===== src/include/pcss_params.svh =====
// offsets, field positions, reset values and counts for the port strobe block
`ifndef PCSS_PARAMS_SVH
`define PCSS_PARAMS_SVH

// ==========================================================================
// register indices (byte address is four times the index)
`define PCSS_IDX_POLARITY   8'hAE
`define PCSS_IDX_CTRL_LO    8'hC2
`define PCSS_IDX_CTRL_HI    8'hC3
`define PCSS_IDX_PORT_DATA  8'hD8
`define PCSS_IDX_P0_BASE_LO 8'h84
`define PCSS_IDX_P0_BASE_HI 8'h85
`define PCSS_IDX_P1_BASE_LO 8'h94
`define PCSS_IDX_P1_BASE_HI 8'h95
`define PCSS_IDX_P2_BASE_LO 8'hAC
`define PCSS_IDX_P2_BASE_HI 8'hAD
`define PCSS_IDX_P3_BASE_LO 8'hB4
`define PCSS_IDX_P3_BASE_HI 8'hB5

// ==========================================================================
// field positions
`define PCSS_NPINS          4
`define PCSS_FLD_PER_PIN    4
`define PCSS_FUNC_LSB       2
`define PCSS_CMP_LSB        0
`define PCSS_POL_LSB        4
`define PCSS_POL_MASK       8'hF0

// ==========================================================================
// reset values
`define PCSS_RST_CTRL       8'h00
`define PCSS_RST_POL        4'h0
`define PCSS_RST_BASE       16'h0000
`define PCSS_RST_DATA       4'hF

`endif


===== src/include/pcss_pkg.sv =====
// types shared by the port strobe block
package pcss_pkg;

  // ========================================================================
  // pin function and compare length
  typedef enum logic [1:0] {
    PCSS_FUNC_GPIO,
    PCSS_FUNC_RD,
    PCSS_FUNC_WR,
    PCSS_FUNC_RDWR
  } pcss_func_e;

  typedef enum logic [1:0] {
    PCSS_CMP_A15_A0,
    PCSS_CMP_A15_A1,
    PCSS_CMP_A15_A2,
    PCSS_CMP_A15_A8
  } pcss_cmp_e;

  // ========================================================================
  // register decode result
  typedef enum logic [2:0] {
    PCSS_REG_NONE,
    PCSS_REG_POL,
    PCSS_REG_CTRL_LO,
    PCSS_REG_CTRL_HI,
    PCSS_REG_DATA,
    PCSS_REG_BASE_LO,
    PCSS_REG_BASE_HI
  } pcss_reg_e;

endpackage


===== src/pcss_addr_match.sv =====
// address comparator for one strobe pin
`timescale 1ns/100ps

module pcss_addr_match (
  input  wire logic [15:0]        bus_addr,
  input  wire logic [15:0]        base_addr,
  input  wire pcss_pkg::pcss_cmp_e cmp_len,
  output logic                    addr_hit
);

  logic [15:0] care_mask;

  // ========================================================================
  // excluded low bits are don't-care
  always_comb begin
    unique case (cmp_len)
      pcss_pkg::PCSS_CMP_A15_A0: care_mask = 16'hFFFF; // RQ5
      pcss_pkg::PCSS_CMP_A15_A1: care_mask = 16'hFFFE; // RQ6
      pcss_pkg::PCSS_CMP_A15_A2: care_mask = 16'hFFFC; // RQ7
      pcss_pkg::PCSS_CMP_A15_A8: care_mask = 16'hFF00; // RQ8
    endcase
  end

  assign addr_hit = ((bus_addr ^ base_addr) & care_mask) == 16'h0000; // RQ16

endmodule // pcss_addr_match


===== src/pcss_sync3.sv =====
// three-stage pin synchroniser, change accepted when stages two and three agree
`timescale 1ns/100ps

module pcss_sync3 #(
  parameter int WIDTH = 4
) (
  input  wire logic             clk,
  input  wire logic             rst,
  input  wire logic             ce,
  input  wire logic [WIDTH-1:0] async_in,
  input  wire logic [WIDTH-1:0] rst_val,
  output logic      [WIDTH-1:0] sync_out
);

  logic [WIDTH-1:0] s1_reg;
  logic [WIDTH-1:0] s2_reg;
  logic [WIDTH-1:0] s3_reg;

  // ========================================================================
  // stage one feeds stage two only
  always_ff @(posedge clk) begin
    // stages start at the idle level, else readback dips right after reset
    if (rst) begin
      s1_reg <= rst_val;
      s2_reg <= rst_val;
      s3_reg <= rst_val;
    end else if (ce) begin
      s1_reg <= async_in;
      s2_reg <= s1_reg;
      s3_reg <= s2_reg;
    end
  end

  // ========================================================================
  // per-bit agreement filter
  genvar g;
  generate
    for (g = 0; g < WIDTH; g++) begin : g_bit
      always_ff @(posedge clk) begin
        if (rst) begin
          sync_out[g] <= rst_val[g];
        end else if (ce && (s2_reg[g] == s3_reg[g])) begin
          sync_out[g] <= s3_reg[g];
        end
      end
    end
  endgenerate

endmodule // pcss_sync3


===== src/pcss_port_strobe.sv =====
// four-pin port with address-decoded chip-select strobes and an apb register file
//
// Operation
// RQ1: function code 00 makes the pin a quasi-bidirectional gpio bit.
// RQ2: function code 01 strobes the pin on matching external reads.
// RQ3: function code 10 strobes the pin on matching external writes.
// RQ4: function code 11 strobes the pin on matching reads and writes.
// RQ5: compare code 00 matches all sixteen address bits.
// RQ6: compare code 01 ignores address bit 0.
// RQ7: compare code 10 ignores address bits 1 and 0.
// RQ8: compare code 11 matches only the high address byte.
// RQ9: high control register: pin3 function 7:6, length 5:4; pin2 3:2, 1:0.
// RQ10: low control register: pin1 function 7:6, length 5:4; pin0 3:2, 1:0.
// RQ11: polarity bit 7 sets pin3 strobe level, one is active high.
// RQ12: polarity bits 6, 5, 4 set pins 2, 1, 0 strobe level.
// RQ13: each pin has a sixteen-bit base from high and low byte registers.
// RQ14: strobes follow the core read or write strobe of the matching cycle.
// RQ15: in gpio mode port data bits 3:0 drive the pins.
// RQ16: strobe pins idle at inactive level; excluded address bits are don't-care.
// RQ17: all control, polarity and base registers clear to zero on reset.
`timescale 1ns/100ps
`include "pcss_params.svh"

module pcss_port_strobe #(
  parameter int PADDR_W = 12
) (
  input  wire logic               CLK_SYS,
  input  wire logic               SYS_RST,
  input  wire logic               CLK_EN,
  input  wire logic               PSEL,
  input  wire logic               PENABLE,
  input  wire logic               PWRITE,
  input  wire logic [PADDR_W-1:0] PADDR,
  input  wire logic [31:0]        PWDATA,
  input  wire logic [3:0]         PSTRB,
  output logic      [31:0]        PRDATA,
  output logic                    PREADY,
  output logic                    PSLVERR,
  input  wire logic [15:0]        BUS_ADDR,
  input  wire logic               BUS_RD,
  input  wire logic               BUS_WR,
  input  wire logic [3:0]         PIN_IN,
  output logic      [3:0]         PIN_OUT,
  output logic      [3:0]         PIN_OE
);

  localparam int NP = `PCSS_NPINS;

  // ==========================================================================
  // declarations
  logic [7:0]  ctrl_lo_reg;
  logic [7:0]  ctrl_hi_reg;
  logic [3:0]  pol_reg;
  logic [3:0]  data_reg;
  logic [15:0] base_reg [NP];
  logic [3:0]  pin_level;

  logic                  acc_phase;
  logic                  wr_fire;
  logic                  pready_next;
  logic [31:0]           rd_word;
  pcss_pkg::pcss_reg_e   wr_sel;
  pcss_pkg::pcss_reg_e   rd_sel;
  logic [1:0]            wr_pin;
  logic [1:0]            rd_pin;
  logic [15:0]           ctrl_word;
  logic [NP-1:0]         addr_hit;
  logic [NP-1:0]         strobe_act;
  pcss_pkg::pcss_func_e  pin_func [NP];
  pcss_pkg::pcss_cmp_e   pin_cmp  [NP];

  // ==========================================================================
  // address decode, used by both the write and the read path
  function automatic pcss_pkg::pcss_reg_e reg_decode(input logic [PADDR_W-1:0] addr);
    logic [7:0] idx;
    idx = addr[9:2];
    reg_decode = pcss_pkg::PCSS_REG_NONE;
    if ((addr[1:0] == 2'h0) && (addr[PADDR_W-1:10] == '0)) begin
      unique case (idx)
        `PCSS_IDX_POLARITY:   reg_decode = pcss_pkg::PCSS_REG_POL;
        `PCSS_IDX_CTRL_LO:    reg_decode = pcss_pkg::PCSS_REG_CTRL_LO;
        `PCSS_IDX_CTRL_HI:    reg_decode = pcss_pkg::PCSS_REG_CTRL_HI;
        `PCSS_IDX_PORT_DATA:  reg_decode = pcss_pkg::PCSS_REG_DATA;
        `PCSS_IDX_P0_BASE_LO,
        `PCSS_IDX_P1_BASE_LO,
        `PCSS_IDX_P2_BASE_LO,
        `PCSS_IDX_P3_BASE_LO: reg_decode = pcss_pkg::PCSS_REG_BASE_LO;
        `PCSS_IDX_P0_BASE_HI,
        `PCSS_IDX_P1_BASE_HI,
        `PCSS_IDX_P2_BASE_HI,
        `PCSS_IDX_P3_BASE_HI: reg_decode = pcss_pkg::PCSS_REG_BASE_HI;
        default:              reg_decode = pcss_pkg::PCSS_REG_NONE;
      endcase
    end
  endfunction

  function automatic logic [1:0] pin_decode(input logic [PADDR_W-1:0] addr);
    logic [7:0] idx;
    idx = addr[9:2];
    unique case (idx)
      `PCSS_IDX_P1_BASE_LO, `PCSS_IDX_P1_BASE_HI: pin_decode = 2'h1;
      `PCSS_IDX_P2_BASE_LO, `PCSS_IDX_P2_BASE_HI: pin_decode = 2'h2;
      `PCSS_IDX_P3_BASE_LO, `PCSS_IDX_P3_BASE_HI: pin_decode = 2'h3;
      default:                                    pin_decode = 2'h0;
    endcase
  endfunction

  // ==========================================================================
  // apb handshake: one wait cycle, write lands on the pready edge
  assign acc_phase   = PSEL && PENABLE;
  assign pready_next = acc_phase && !PREADY;
  assign wr_fire     = acc_phase && PREADY && PWRITE && PSTRB[0];
  assign wr_sel      = reg_decode(PADDR);
  assign rd_sel      = wr_sel;
  assign wr_pin      = pin_decode(PADDR);
  assign rd_pin      = wr_pin;

  always_ff @(posedge CLK_SYS) begin
    if (SYS_RST) begin
      PREADY <= 1'b0;
    end else if (CLK_EN) begin
      PREADY <= pready_next;
    end
  end

  always_ff @(posedge CLK_SYS) begin
    if (SYS_RST) begin
      PSLVERR <= 1'b0;
    end else if (CLK_EN) begin
      PSLVERR <= pready_next && (rd_sel == pcss_pkg::PCSS_REG_NONE);
    end
  end

  // ==========================================================================
  // read mux; reserved polarity bits read zero
  always_comb begin
    rd_word = 32'h0000_0000;
    unique case (rd_sel)
      pcss_pkg::PCSS_REG_POL:     rd_word[7:0] = {pol_reg, 4'h0};
      pcss_pkg::PCSS_REG_CTRL_LO: rd_word[7:0] = ctrl_lo_reg;
      pcss_pkg::PCSS_REG_CTRL_HI: rd_word[7:0] = ctrl_hi_reg;
      pcss_pkg::PCSS_REG_DATA:    rd_word[3:0] = pin_level;
      pcss_pkg::PCSS_REG_BASE_LO: rd_word[7:0] = base_reg[rd_pin][7:0];
      pcss_pkg::PCSS_REG_BASE_HI: rd_word[7:0] = base_reg[rd_pin][15:8];
      pcss_pkg::PCSS_REG_NONE:    rd_word = 32'h0000_0000;
    endcase
  end

  // data captured one cycle early, held while the request stands
  always_ff @(posedge CLK_SYS) begin
    if (SYS_RST) begin
      PRDATA <= 32'h0000_0000;
    end else if (CLK_EN && pready_next) begin
      PRDATA <= PWRITE ? 32'h0000_0000 : rd_word;
    end
  end

  // ==========================================================================
  // control registers
  always_ff @(posedge CLK_SYS) begin
    if (SYS_RST) begin
      ctrl_lo_reg <= `PCSS_RST_CTRL; // RQ17
    end else if (CLK_EN && wr_fire && (wr_sel == pcss_pkg::PCSS_REG_CTRL_LO)) begin
      ctrl_lo_reg <= PWDATA[7:0]; // RQ10
    end
  end

  always_ff @(posedge CLK_SYS) begin
    if (SYS_RST) begin
      ctrl_hi_reg <= `PCSS_RST_CTRL; // RQ17
    end else if (CLK_EN && wr_fire && (wr_sel == pcss_pkg::PCSS_REG_CTRL_HI)) begin
      ctrl_hi_reg <= PWDATA[7:0]; // RQ9
    end
  end

  // only the upper nibble is storage, the rest is fixed zero
  always_ff @(posedge CLK_SYS) begin
    if (SYS_RST) begin
      pol_reg <= `PCSS_RST_POL; // RQ17
    end else if (CLK_EN && wr_fire && (wr_sel == pcss_pkg::PCSS_REG_POL)) begin
      pol_reg <= PWDATA[7:4]; // RQ11 RQ12
    end
  end

  always_ff @(posedge CLK_SYS) begin
    if (SYS_RST) begin
      data_reg <= `PCSS_RST_DATA;
    end else if (CLK_EN && wr_fire && (wr_sel == pcss_pkg::PCSS_REG_DATA)) begin
      data_reg <= PWDATA[3:0]; // RQ15
    end
  end

  // ==========================================================================
  // base address registers, one byte lane each
  genvar gb;
  generate
    for (gb = 0; gb < NP; gb++) begin : g_base
      always_ff @(posedge CLK_SYS) begin
        if (SYS_RST) begin
          base_reg[gb] <= `PCSS_RST_BASE; // RQ17
        end else if (CLK_EN && wr_fire && (wr_pin == 2'(gb))) begin
          if (wr_sel == pcss_pkg::PCSS_REG_BASE_HI) begin
            base_reg[gb][15:8] <= PWDATA[7:0]; // RQ13
          end else if (wr_sel == pcss_pkg::PCSS_REG_BASE_LO) begin
            base_reg[gb][7:0] <= PWDATA[7:0]; // RQ13
          end
        end
      end
    end
  endgenerate

  // ==========================================================================
  // pin level readback
  pcss_sync3 #(
    .WIDTH (NP)
  ) u_pin_sync (
    .clk      (CLK_SYS),
    .rst      (SYS_RST),
    .ce       (CLK_EN),
    .async_in (PIN_IN),
    .rst_val  (`PCSS_RST_DATA),
    .sync_out (pin_level)
  );

  // ==========================================================================
  // per-pin strobe generation
  assign ctrl_word = {ctrl_hi_reg, ctrl_lo_reg};

  genvar gp;
  generate
    for (gp = 0; gp < NP; gp++) begin : g_pin
      assign pin_func[gp] = pcss_pkg::pcss_func_e'(
        ctrl_word[gp*`PCSS_FLD_PER_PIN+`PCSS_FUNC_LSB +: 2]); // RQ9 RQ10
      assign pin_cmp[gp]  = pcss_pkg::pcss_cmp_e'(
        ctrl_word[gp*`PCSS_FLD_PER_PIN+`PCSS_CMP_LSB +: 2]); // RQ9 RQ10

      pcss_addr_match u_match (
        .bus_addr  (BUS_ADDR),
        .base_addr (base_reg[gp]),
        .cmp_len   (pin_cmp[gp]),
        .addr_hit  (addr_hit[gp])
      );

      // qualified by the core strobe itself, so the width tracks that cycle
      always_comb begin
        unique case (pin_func[gp])
          pcss_pkg::PCSS_FUNC_GPIO: strobe_act[gp] = 1'b0;
          pcss_pkg::PCSS_FUNC_RD:   strobe_act[gp] = addr_hit[gp] && BUS_RD; // RQ2 RQ14
          pcss_pkg::PCSS_FUNC_WR:   strobe_act[gp] = addr_hit[gp] && BUS_WR; // RQ3 RQ14
          pcss_pkg::PCSS_FUNC_RDWR: strobe_act[gp] = addr_hit[gp] && (BUS_RD || BUS_WR); // RQ4 RQ14
        endcase
      end

      // registered output adds one cycle of lag to the strobe edges
      always_ff @(posedge CLK_SYS) begin
        if (SYS_RST) begin
          PIN_OUT[gp] <= 1'b1;
          PIN_OE[gp]  <= 1'b0;
        end else if (CLK_EN) begin
          if (pin_func[gp] == pcss_pkg::PCSS_FUNC_GPIO) begin
            // quasi-bidirectional: drive only a low, a one is the weak pull-up
            PIN_OUT[gp] <= data_reg[gp]; // RQ1 RQ15
            PIN_OE[gp]  <= !data_reg[gp]; // RQ1
          end else begin
            PIN_OUT[gp] <= strobe_act[gp] ? pol_reg[gp] : !pol_reg[gp]; // RQ11 RQ12 RQ16
            PIN_OE[gp]  <= 1'b1;
          end
        end
      end
    end
  endgenerate

endmodule // pcss_port_strobe


===== config.mk =====
export PLATFORM = sky130hd
export DESIGN_NAME = pcss_port_strobe
export DESIGN_NICKNAME = d
export VERILOG_FILES = /design/src/include/pcss_pkg.sv /design/src/pcss_addr_match.sv /design/src/pcss_sync3.sv /design/src/pcss_port_strobe.sv
export VERILOG_INCLUDE_DIRS = /design/src /design/src/include
export SDC_FILE = /design/constraint.sdc
export NUM_CORES = 1
export LEC_CHECK = 0
export ABC_CLOCK_PERIOD_IN_PS = 7800
export BUFFER_PORTS_ARGS = -buffer_cell sky130_fd_sc_hd__buf_2
export CAP_MARGIN = 0
export CORE_UTILIZATION = 37
export DETAILED_ROUTE_END_ITERATION = 8
export GPL_TIMING_DRIVEN = 0
export SYNTH_ARGS = -nofsm -noshare
export SYNTH_HDL_FRONTEND = slang
export SYNTH_SLANG_ARGS = --single-unit

===== constraint.sdc =====
create_clock -name CLK_SYS -period 7.8 [get_ports CLK_SYS]
set_input_delay 1.56 -clock CLK_SYS [delete_from_list [all_inputs] [get_ports CLK_SYS]]
set_output_delay 1.56 -clock CLK_SYS [all_outputs]
set_load 0.05 [all_outputs]

; ---- Word-level counts from Yosys, hierarchy flattened
; Memory sizes are Yosys's and may differ from the RTL's.
; Index checks and enable logic that the tools add are counted.
[classes]
eq_ne = 49
n_mux = 63
n_bitwise = 16
n_reduce_logical = 65
[op_table]
columns = cell, count
row1 = $pmux 16 s4, 4
row2 = $eq 8x8->1 const B, 12
row3 = $mux 8, 9
row4 = $and 16x16->16, 4
row5 = $logic_not 16->1, 4
row6 = $xor 16x16->16, 4
row7 = $mux 1, 41
row8 = $eq 2x2->1 const B, 18
row9 = $logic_and 1x1->1, 33
row10 = $pmux 4 s6, 1
row11 = $logic_not 2->1, 11
row12 = $pmux 4 s5, 1
row13 = $eq 2x1->1 const B, 9
row14 = $pmux 3 s6, 1
row15 = $pmux 1 s4, 4
row16 = $eq 3x3->1 const B, 3
row17 = $logic_not 1->1, 9
row18 = $or 1x1->1, 8
row19 = $reduce_or 2->1, 4
row20 = $reduce_or 4->1, 2
row21 = $eq 3x2->1 const B, 2
row22 = $pmux 2 s3, 1
row23 = $eq 1x1->1, 4
row24 = $eq 3x1->1 const B, 1
row25 = 3 further kinds, 3
[word_totals]
register_bits = 82
mem_bits_rw = 64
inputBits = 76
output_inout_bits = 42
wordCells = 216
n_memories = 1
[mem_list]
columns = memory, words, width, rd, rd_ports_with_merged_regs, write_ports, line_no
row1 = base_reg, 4, 16, 5, 0, 4, pcss_port_strobe.sv:55  ; logic [15:0] base_reg [NP];

; ---- Longest topological paths before layout
; Gate-level depths: netlist (run 1).
[depth]
ltp_word = 11
mapped_depth = 8
mapped_depth_nobuf = 6

; ---- Modules after synthesis
; From an unflattened synthesis (run 1), not the netlist that was laid out.
[hier_totals]
cells_unflattened = 686
hier_area_um2 = 7031.7
[modules_own_cells]
columns = module, instances, cells_each, area_each_um2, seq_area_each_um2
row1 = pcss_port_strobe, 1, 523, 5526.6, 2762.6
row2 = pcss_addr_match, 4, 25, 196.4, 0.0
row3 = pcss_sync3, 1, 63, 719.4, 480.5

; ---- Worst setup path after synthesis (run 1)
; OpenSTA, ideal clock, no wires.
[synth_timing]
kind = in2reg
startpoint = in PADDR[1]
endpoint = mem base_reg[1][0] (enable)
setup_ns = 0.387
arrival_time_ns = 3.482
t_required_ns = 7.413
path_slack_ns = 3.931
cell_stages = 5
n_path_buf = 1
path_cell_list = or4_4 buf_6 nor4_4 nand2_1 o31ai_1
[synth_rtl]
columns = item, line_no
row1 = from (decl), pcss_port_strobe.sv:33  ; input wire logic [PADDR_W-1:0] PADDR,
row2 = to (decl), pcss_port_strobe.sv:55

==> run metrics, run 1 <==
status finished clean; largest net degree at the start of global routing 17; Synth async-reset ratio 0%; Yosys top cell by area edfxtp_1; GRT Total Usage 21.7%; crit path DAT about 4 ns; Tmin final 4.07 ns; Post-Syn Area 0.00678 mm^2; RSZ-0062 raised after global routing no; top-count cell post-synth nand2_1; vias in the first global route 5219; row count 49; total CTS buffers 17; CTS tree done; DP Area 0.00739 mm^2; share of layout cells above drive strength 1 15.6%; remaining global-route overflow 0; critical path fanouts, max 9; fillers 1764; EDFF count, synth 64; Slew @ Worst Pin 1.22 ns; Worst setup SP type input pin; design area 0.00796 mm^2; Final GP Congestion 0.880; clk buf depth 2; Sink Count 122; WP data required between 7 and 8 ns; area of the die 0.0189 mm^2; pwr/cell area 204 mW/mm^2; Reg2Reg Launch Point PREADY$_SDFFE_PP0P_; final antenna diode count 0; CP cell instances buf_2 > or4_4 > buf_6 > nor4_4 > nand2_1 > o21ai_0; Post-Synthesis Cells 712; register clock-pin slew on the reported worst setup and hold paths 0.05 ns; H-tree levels 4; Nets 878; routed wire length 19500 um; slowest cell on the critical path o21ai_0; first-pass GRT wire length a little under 30000 um; HP Start PIN_OE[2]$_SDFFE_PP0P_; fin crit share between 50 and 60%; DRC errors left 0; max reg flops 64; most frequent cells after synthesis nand2_1, and2_1, xnor2_1, edfxtp_1, dfxtp_1; Clock Latency Late Sink about 0.43 ns; Primary FF master, synth edfxtp_1; fmax about 250 MHz; initial DRC count between 300 and 400; clock skew 0.00988 ns; kind of end point of the critical path flip-flop; initial antenna violation count 0; CP peak stage delay 1.00 ns; synth warn 0; synthesized flop and latch total 122; P_leak 2.97 nW; Avg Inst Size Synth ~9.5 um^2; share of the synthesized area in the top cell type 28.3%; synthesis-to-layout area growth 17.4%; Ports 118; Die W 137 um; input/output buffers 48; Slew Viols, Final 0; kind of critical path in -> reg; Final ANT Viol Nets 0; Worst Setup SP PADDR[1]; Worst IR Drop VDD 0.144 mV; initial core utilization 37.8%; routed len/inst 18.7 um; TritonRoute pass-1 iters 5; DP Wirelength 14700 um; root buffer cell clkbuf_16; ranking of synthesized cells by area edfxtp_1, dfxtp_1, xnor2_1; Yosys cell types 55; final hold vios 0; final setup vio count 0; HP Class reg -> reg; Avg Vias per Cell 5.27; maxcap violations 0; die height 137 um; Rel. slew slack 17.8%; # resized after CTS 0; hold_buf cts 0; Post-CTS Setup Repair Bufs 0; Core ar. 0.0180 mm^2; via count 5504; Seq/Total Area, Yosys a little under half; Final TNS setup 0 ns
-- stage by stage --
stage                     worst slack (ns)  util, %  instances  total power, mW  hold WS [ns]
after floorplan                       3.93        -        735            0.837         0.430
after global placement                3.21     41.2       1012            0.882         0.435
after detailed placement              3.13     41.2       1012            0.883         0.444
after CTS                             3.58     44.3       1044             1.63         0.455
after global routing                  3.56     44.3       1044             1.67         0.474
final                                 3.73     44.3       1044             1.62         0.451
-- metal layers --
layer	track usage, %	part of all wire [%]	vias to the layer above	wire length, um
met5	0	0	-	0
met4	9.10	2.5	0	491
met3	4.08	5.0	33	979
met2	35.0	48	163	9260
met1	28.5	45	2643	8760
li1	-	-	2665	-
-- where the power goes --
part / leakage [nW] / switching (mW) / internal [mW] / total [mW]
Combinational: 1.55 / 0.112 / 0.0565 / 0.169
Clock: 0.280 / 0.282 / 0.468 / 0.750
Sequential: 1.14 / 0.0106 / 0.691 / 0.702
-- cell type report --
class	instances	area, um^2	area share [%]
plain buffers	73	382	4.79
well taps	229	287	3.60
repair buffers	48	240	3.02
clock inverters	8	68.8	0.865
inverters	11	41.3	0.519
clock buffers	24	492	6.18
flip-flops and latches	122	3080	38.7
multi-input cells	529	3370	42.3
-- critical path, delay by kind of cell --
| kind | cells | cell delay [ns] |
|---|---|---|
| buf+inv | 2 | 0.26 |
| simple gates | 3 | 1.28 |
| compound gates | 1 | 1.00 |
-- layout by cell type (no fill, tap or decap), types with 5 or more instances in the layout --
cell / Yosys / routed
nand2b_1: 14 / 14
clkbuf_16: 0 / 17
inv_1: 11 / 11
buf_2: 7 / 55
dfxtp_1: 58 / 58
a22oi_1: 10 / 10
mux2i_1: 27 / 27
conb_1: 1 / 24
o21ai_0: 31 / 31
nor3_1: 14 / 14
clkinv_2: 0 / 5
nor4_1: 5 / 5
mux2_2: 8 / 8
a31oi_1: 12 / 12
xnor2_1: 66 / 66
buf_4: 24 / 24
edfxtp_1: 64 / 64
a21o_1: 8 / 8
a221o_1: 12 / 12
nand2_1: 69 / 69
and2_1: 67 / 67
nand3_1: 25 / 25
clkbuf_1: 38 / 41
a21oi_1: 38 / 38
o221ai_1: 5 / 5
nor2_1: 36 / 36
nand4_1: 14 / 14
-- kinds of logic after synthesis --
group                     after synthesis  share of synthesized area [%]
and+or+nand+nor                       263                           20.4
AOI/OAI and AO/OA                     140                           13.8
DFF                                   122                           45.5
buffers and inverters                  84                           6.24
xor gates and xnor gates               67                           8.65
muxes                                  35                           5.31
other                                   1                         0.0553
-- worst paths after layout --
kind / endpoint / slack [ns] / cells past startpoint
max reg2reg: base_reg[3][15]$_SDFFCE_PN0P_ / 4.85 / 5
max: base_reg[2][5]$_SDFFCE_PN0P_ / 3.73 / 6
min reg2reg: PIN_OE[2]$_SDFFE_PP0P_ / 0.45 / 1
min: PIN_OE[2]$_SDFFE_PP0P_ / 0.45 / 1
Note: power is estimated with default switching activity, not from simulation.
==> run 2: changes to the inputs <==
- ABC_AREA: unset -> 1
- ABC_CLOCK_PERIOD_IN_PS: 7800 -> 3750
- clock period: 7.8 -> 3.75 ns (I/O delays scaled with it)
==> run 2 against run 1 <==
First-iteration DRC count rose by 56%; design area rose by 2.1%; critical path type unchanged; global-route usage rose by 0.89 points; sequential power rose by 110%; clock power rose by 140%; clock-buffer cell count fell by 6; combinational power rose by 92%; highest routed layer unchanged.
==> run metrics, run 2 <==
initial antenna violation count 0; # resized after CTS 0; Seq/Total Area, Yosys 45.1%; Core ar. between 0.015 and 0.02 mm^2; CTS tree done; final hold vios 0; share of layout cells above drive strength 1 about 15%; Post-Synthesis Cells 887; initial core utilization 37.9%; RSZ-0062 raised after global routing no; ranking of synthesized cells by area edfxtp_1, dfxtp_1, nand2_1; first-pass GRT wire length 31200 um; commonest non-fill, non-tap cell in the layout nand2_1; highest-count cells in the layout ignoring fill and taps nand2_1, nor2_1, nand3_1, a21oi_1, edfxtp_1; root buffer cell clkbuf_16; Layout Cells excl Fill 1225; Avg Inst Size Synth 7.70 um^2; fin crit share 72.2%; Avg Vias per Cell 5.09; P_leak 3.53 nW; Primary FF master, synth edfxtp_1; fmax 369 MHz; Final GP Congestion 0.912; fin util between 40% and 50%; placed cells 1193; crit path DAT 2.79 ns; DP Wirelength 15400 um; HP Class reg -> reg; critical path fanouts, max 10; share of the synthesized area in the top cell type 28.1%; TritonRoute pass-1 iters 7; final antenna diode count 0; Final TNS setup 0 ns; H-tree levels 4; largest net degree at the start of global routing 17; top-count cell post-synth nand2_1; Final ANT Viol Nets 0; routed len/inst 16.7 um; total CTS buffers 17; Synth async-reset ratio 0%; Slew Viols, Final 0; Worst IR Drop VDD 0.340 mV; via count 6240; register clock-pin slew on the reported worst setup and hold paths 0.06 ns; Yosys cell types 34; Nets 1059; input/output buffers 54; DRC errors left 0; kind of end point of the critical path flip-flop; initial DRC count 609; max reg flops 64; Post-CTS Setup Repair Bufs 0; EDFF count, synth 64; synth warn 0; most frequent cells after synthesis nand2_1, nor2_1, nand3_1, a21oi_1, edfxtp_1; clock skew 0.00455 ns; kind of critical path in -> reg; hold_buf cts 0; Clock Latency Late Sink around 0.43 ns; maxcap violations 0; R2R depth 4; synthesis-to-layout area growth 19.0%; Tmin final around 2.7 ns; remaining global-route overflow 0; routed wire length 20400 um; Sink Count 122; die height between 100 and 150 um; Worst setup SP type input pin; GRT Total Usage 22.6%; WP data required 3.84 ns; Ports 118; Post-Syn Area 0.00683 mm^2; Hold Path Stages 2; vias in the first global route approximately 5600; synthesized flop and latch total 122; final setup vio count 0; pwr/cell area around 440 mW/mm^2; Rel. slew slack 60.2%; worst hold margin between 0.4 and 0.5 ns; status finished clean; Yosys top cell by area edfxtp_1; Slew @ Worst Pin slightly below 0.6 ns; Die W 138 um; clk buf depth 2; row count 49; area of the die 0.0190 mm^2
run 2: cell count changes in the layout (fill, tap and decap cells not counted), moves of 12 or more:
cell,delta
nand2_1,+156
nand3_1,+46
xnor2_1,-28
a21oi_1,+26
a221o_1,-12
xor2_1,+21
a31oi_1,-12
and2_1,-65
inv_1,+46
clkbuf_1,-18
nor2_1,+79
nand2b_1,-14
mux2i_1,-27
run 2: worst paths after layout:
kind,startpoint,endpoint,slack (ns)
max,CLK_EN,base_reg[3][0]$_SDFFCE_PN0P_,1.04
min,u_pin_sync.s2_reg[0]$_SDFFE_PP1P_,u_pin_sync.s2_reg[0]$_SDFFE_PP1P_,0.46
max reg2reg,PREADY$_SDFFE_PP0P_,base_reg[3][0]$_SDFFCE_PN0P_,1.61
min reg2reg,u_pin_sync.s2_reg[0]$_SDFFE_PP1P_,u_pin_sync.s2_reg[0]$_SDFFE_PP1P_,0.46
run 2: cell families (layout without fill, tap and decap cells):
kind of cell / count (synthesis) / after routing / synth area share, %
AOI/OAI and AO/OA: 118 / 118 / 9.25
buffers and inverters: 124 / 210 / 8.44
and+or+nand+nor: 462 / 462 / 29.4
other: 1 / 24 / 0.0549
xor gates and xnor gates: 60 / 60 / 7.69
DFF: 122 / 122 / 45.1
run 2: per-layer routing:
metal / up-vias / part of all wire (%) / global-route usage (%)
li1: 3056 / - / -
met1: 2898 / 45 / 30.9
met2: 253 / 45 / 35.8
met3: 33 / 7.1 / 3.69
met4: 0 / 2.8 / 8.45
met5: - / 0 / 0
run 2: where the power goes:
| part | internal, mW | switching, mW |
|---|---|---|
| registers | 1.44 | 0.0227 |
| clock network | 1.20 | 0.628 |
| logic | 0.0971 | 0.227 |
| total | 2.73 | 0.878 |
run 2: layout make-up:
class                      instances  area (um^2)
sequential                       122         3080
multi-input combinational        664         3260
clock inverter                    14          216
buffer                            57          325
clock buffer                      18          439
timing repair buffer              54          270
fill                            1819         9890
tap                              229          287
inverter                          67          251
run 2: worst max-delay path, cell delays in order:
cell	delay, ns
buf_2	0.17
clkinv_1	0.28
nor2_1	0.18
nand4_1	0.35
a21oi_1	0.62
nand2_1	0.11
nand2_1	0.32
run 2: through the flow:
stage / total power, mW / cell area (um^2) / setup WS, ns
final: 3.61 / 8130 / 1.04
after global routing: 3.72 / 8130 / 0.861
after CTS: 3.62 / 8130 / 1.06
after detailed placement: 1.81 / 7470 / 0.617
after global placement: 1.81 / 7470 / 0.682
after floorplan: 1.71 / 6920 / 1.37
==> run 3: changes to the inputs <==
- ABC_AREA: 1 -> 0
- ABC_CLOCK_PERIOD_IN_PS: 3750 -> 2500
- clock period: 3.75 -> 2.5 ns (I/O delays scaled with it)
==> run 3 against run 2 <==
Worst setup slack got worse by 0.92 ns; register-to-register slack worse by 1.5 ns; clock-buffer cell count grew 7; cell count fell by 14%; first-iteration DRC count is 8.5% lower; core utilization increased by 0.38 points; critical path type is now reg -> reg.
==> run metrics, run 3 (synthesis gave the netlist of run 1 again) <==
initial antenna violation count 0; kind of end point of the critical path flip-flop; via count 5562; synthesis-to-layout area growth 20.5%; fillers between 1500 and 2000; GRT Total Usage 21.4%; Slew @ Worst Pin 1.19 ns; share of layout cells above drive strength 1 17.8%; register clock-pin slew on the reported worst setup and hold paths 0.05 ns; Die W between 100 and 150 um; P_leak 3.04 nW; pwr/cell area 630 mW/mm^2; routed wire length 19400 um; TritonRoute pass-1 iters 6; Final ANT Viol Nets 0; status finished clean; final setup vio count 0; max reg flops 64; first-pass GRT wire length 28900 um; initial core utilization 37.8%; Slew Viols, Final 0; H-tree levels 4; total CTS buffers 17; final hold vios 0; WP data required 2.64 ns; Clock Latency Late Sink 0.42 ns; largest net degree at the start of global routing 17; maxcap violations 0; HP Start PIN_IN[0]; routed wl met3 1280 um; fmax 421 MHz; Core ar. 0.0180 mm^2; Reg2Reg Launch Point PREADY$_SDFFE_PP0P_; initial DRC count approximately 560; Ports 118; CTS tree done; hold_buf cts 0; clock skew between 0.008 and 0.009 ns; critical path fanouts, max 10; final antenna diode count 0; Worst setup SP type flip-flop; HP Class in -> reg; vias in the first global route 5052; DRC errors left 0; Rel. slew slack 21.0%; Tmin final 2.38 ns; Avg Vias per Cell 5.30; row count 49; clk buf depth 2; Setup WS pre-CTS -0.861 ns; fin crit share between 90 and 100%; kind of critical path reg -> reg; remaining global-route overflow 0; met2 WL post-DR 9310 um; area of the die around 0.019 mm^2; highest-count cells in the layout ignoring fill and taps nand2_1, and2_1, xnor2_1, edfxtp_1, dfxtp_1; input/output buffers 48; Worst IR Drop VDD 0.543 mV; Routed met1 length 8380 um; routed len/inst 18.5 um; commonest non-fill, non-tap cell in the layout nand2_1; root buffer cell clkbuf_16; fin worst setup slack 0.124 ns; DP Wirelength 14700 um; crit path DAT 2.51 ns; Nets between 800 and 900; Sink Count 122; highest routing layer actually used met4; die height 137 um; Final GP Congestion 0.877; Worst Setup SP PREADY$_SDFFE_PP0P_; worst hold margin 0.301 ns
[run 3: cell types whose count changed in the layout (fill, tap and decap cells not counted), moves of 28 or more]
cell / before / now
nand2_1: 225 / 69
inv_1: 57 / 11
xnor2_1: 38 / 66
and2_1: 2 / 67
nand3_1: 71 / 25
nor2_1: 115 / 35
[run 3: worst max-delay path: stages (launching register included)]
cell and delay [ns]:
dfxtp_1 0.36, nand3_1 0.13, nor2_1 0.26, clkbuf_1 0.46, nand2_1 0.39, o31ai_4 0.31, buf_12 0.17
[run 3: path summary, 6_finish.rpt]
check                                       to  slack [ns]  cells past startpoint
max               base_reg[1][4]$_SDFFCE_PN0P_        0.12                      6
min          u_pin_sync.s1_reg[0]$_SDFFE_PP1P_        0.30                      3
max reg2reg       base_reg[1][4]$_SDFFCE_PN0P_        0.12                      6
min reg2reg             PIN_OE[2]$_SDFFE_PP0P_        0.45                      1
[run 3: routing by layer]
metal | track usage (%) | vias to the layer above
met3 | 4.34 | 26
met4 | 8.06 | 0
met5 | 0 | -
met1 | 28.0 | 2650
met2 | 34.6 | 211
li1 | - | 2675
[run 3: timing repair]
action,in CTS,in global routing
hold endpoints to repair,0,0
pin swaps,2,2
setup endpoints to repair,72,81
gates resized for setup,12,12
setup buffers,2,4
[run 3: area by class of cell]
class                           count  area (um^2)  area share (%)
Sequential cell                   122         3080            37.7
Clock inverter                      6         56.3           0.689
Tap cell                          229          287            3.51
Timing Repair Buffer               54          310            3.80
Buffer                             73          384            4.70
Inverter                           11         41.3           0.505
Clock buffer                       25          528            6.46
Multi-Input combinational cell    529         3480            42.6
[run 3: report_power, final]
group	leakage, nW	internal [mW]	switching (mW)
sequential	1.14	2.16	0.0331
combinational	1.61	0.188	0.357
clock	0.293	1.55	0.860
total	3.04	3.90	1.25
[run 3: through the flow]
stage	instances	util (%)	cell area (um^2)	TNS, ns	power [mW]
2_1_floorplan	735	-	6890	-2.44	2.61
3_3_place_gp	1012	41.3	7410	-51.15	2.75
3_5_place_dp	1012	41.3	7410	-52.35	2.76
4_1_cts	1045	45.0	8090	-1.35	5.17
5_1_grt	1049	45.5	8170	-0.0371	5.32
6_report	1049	45.5	8170	0	5.15
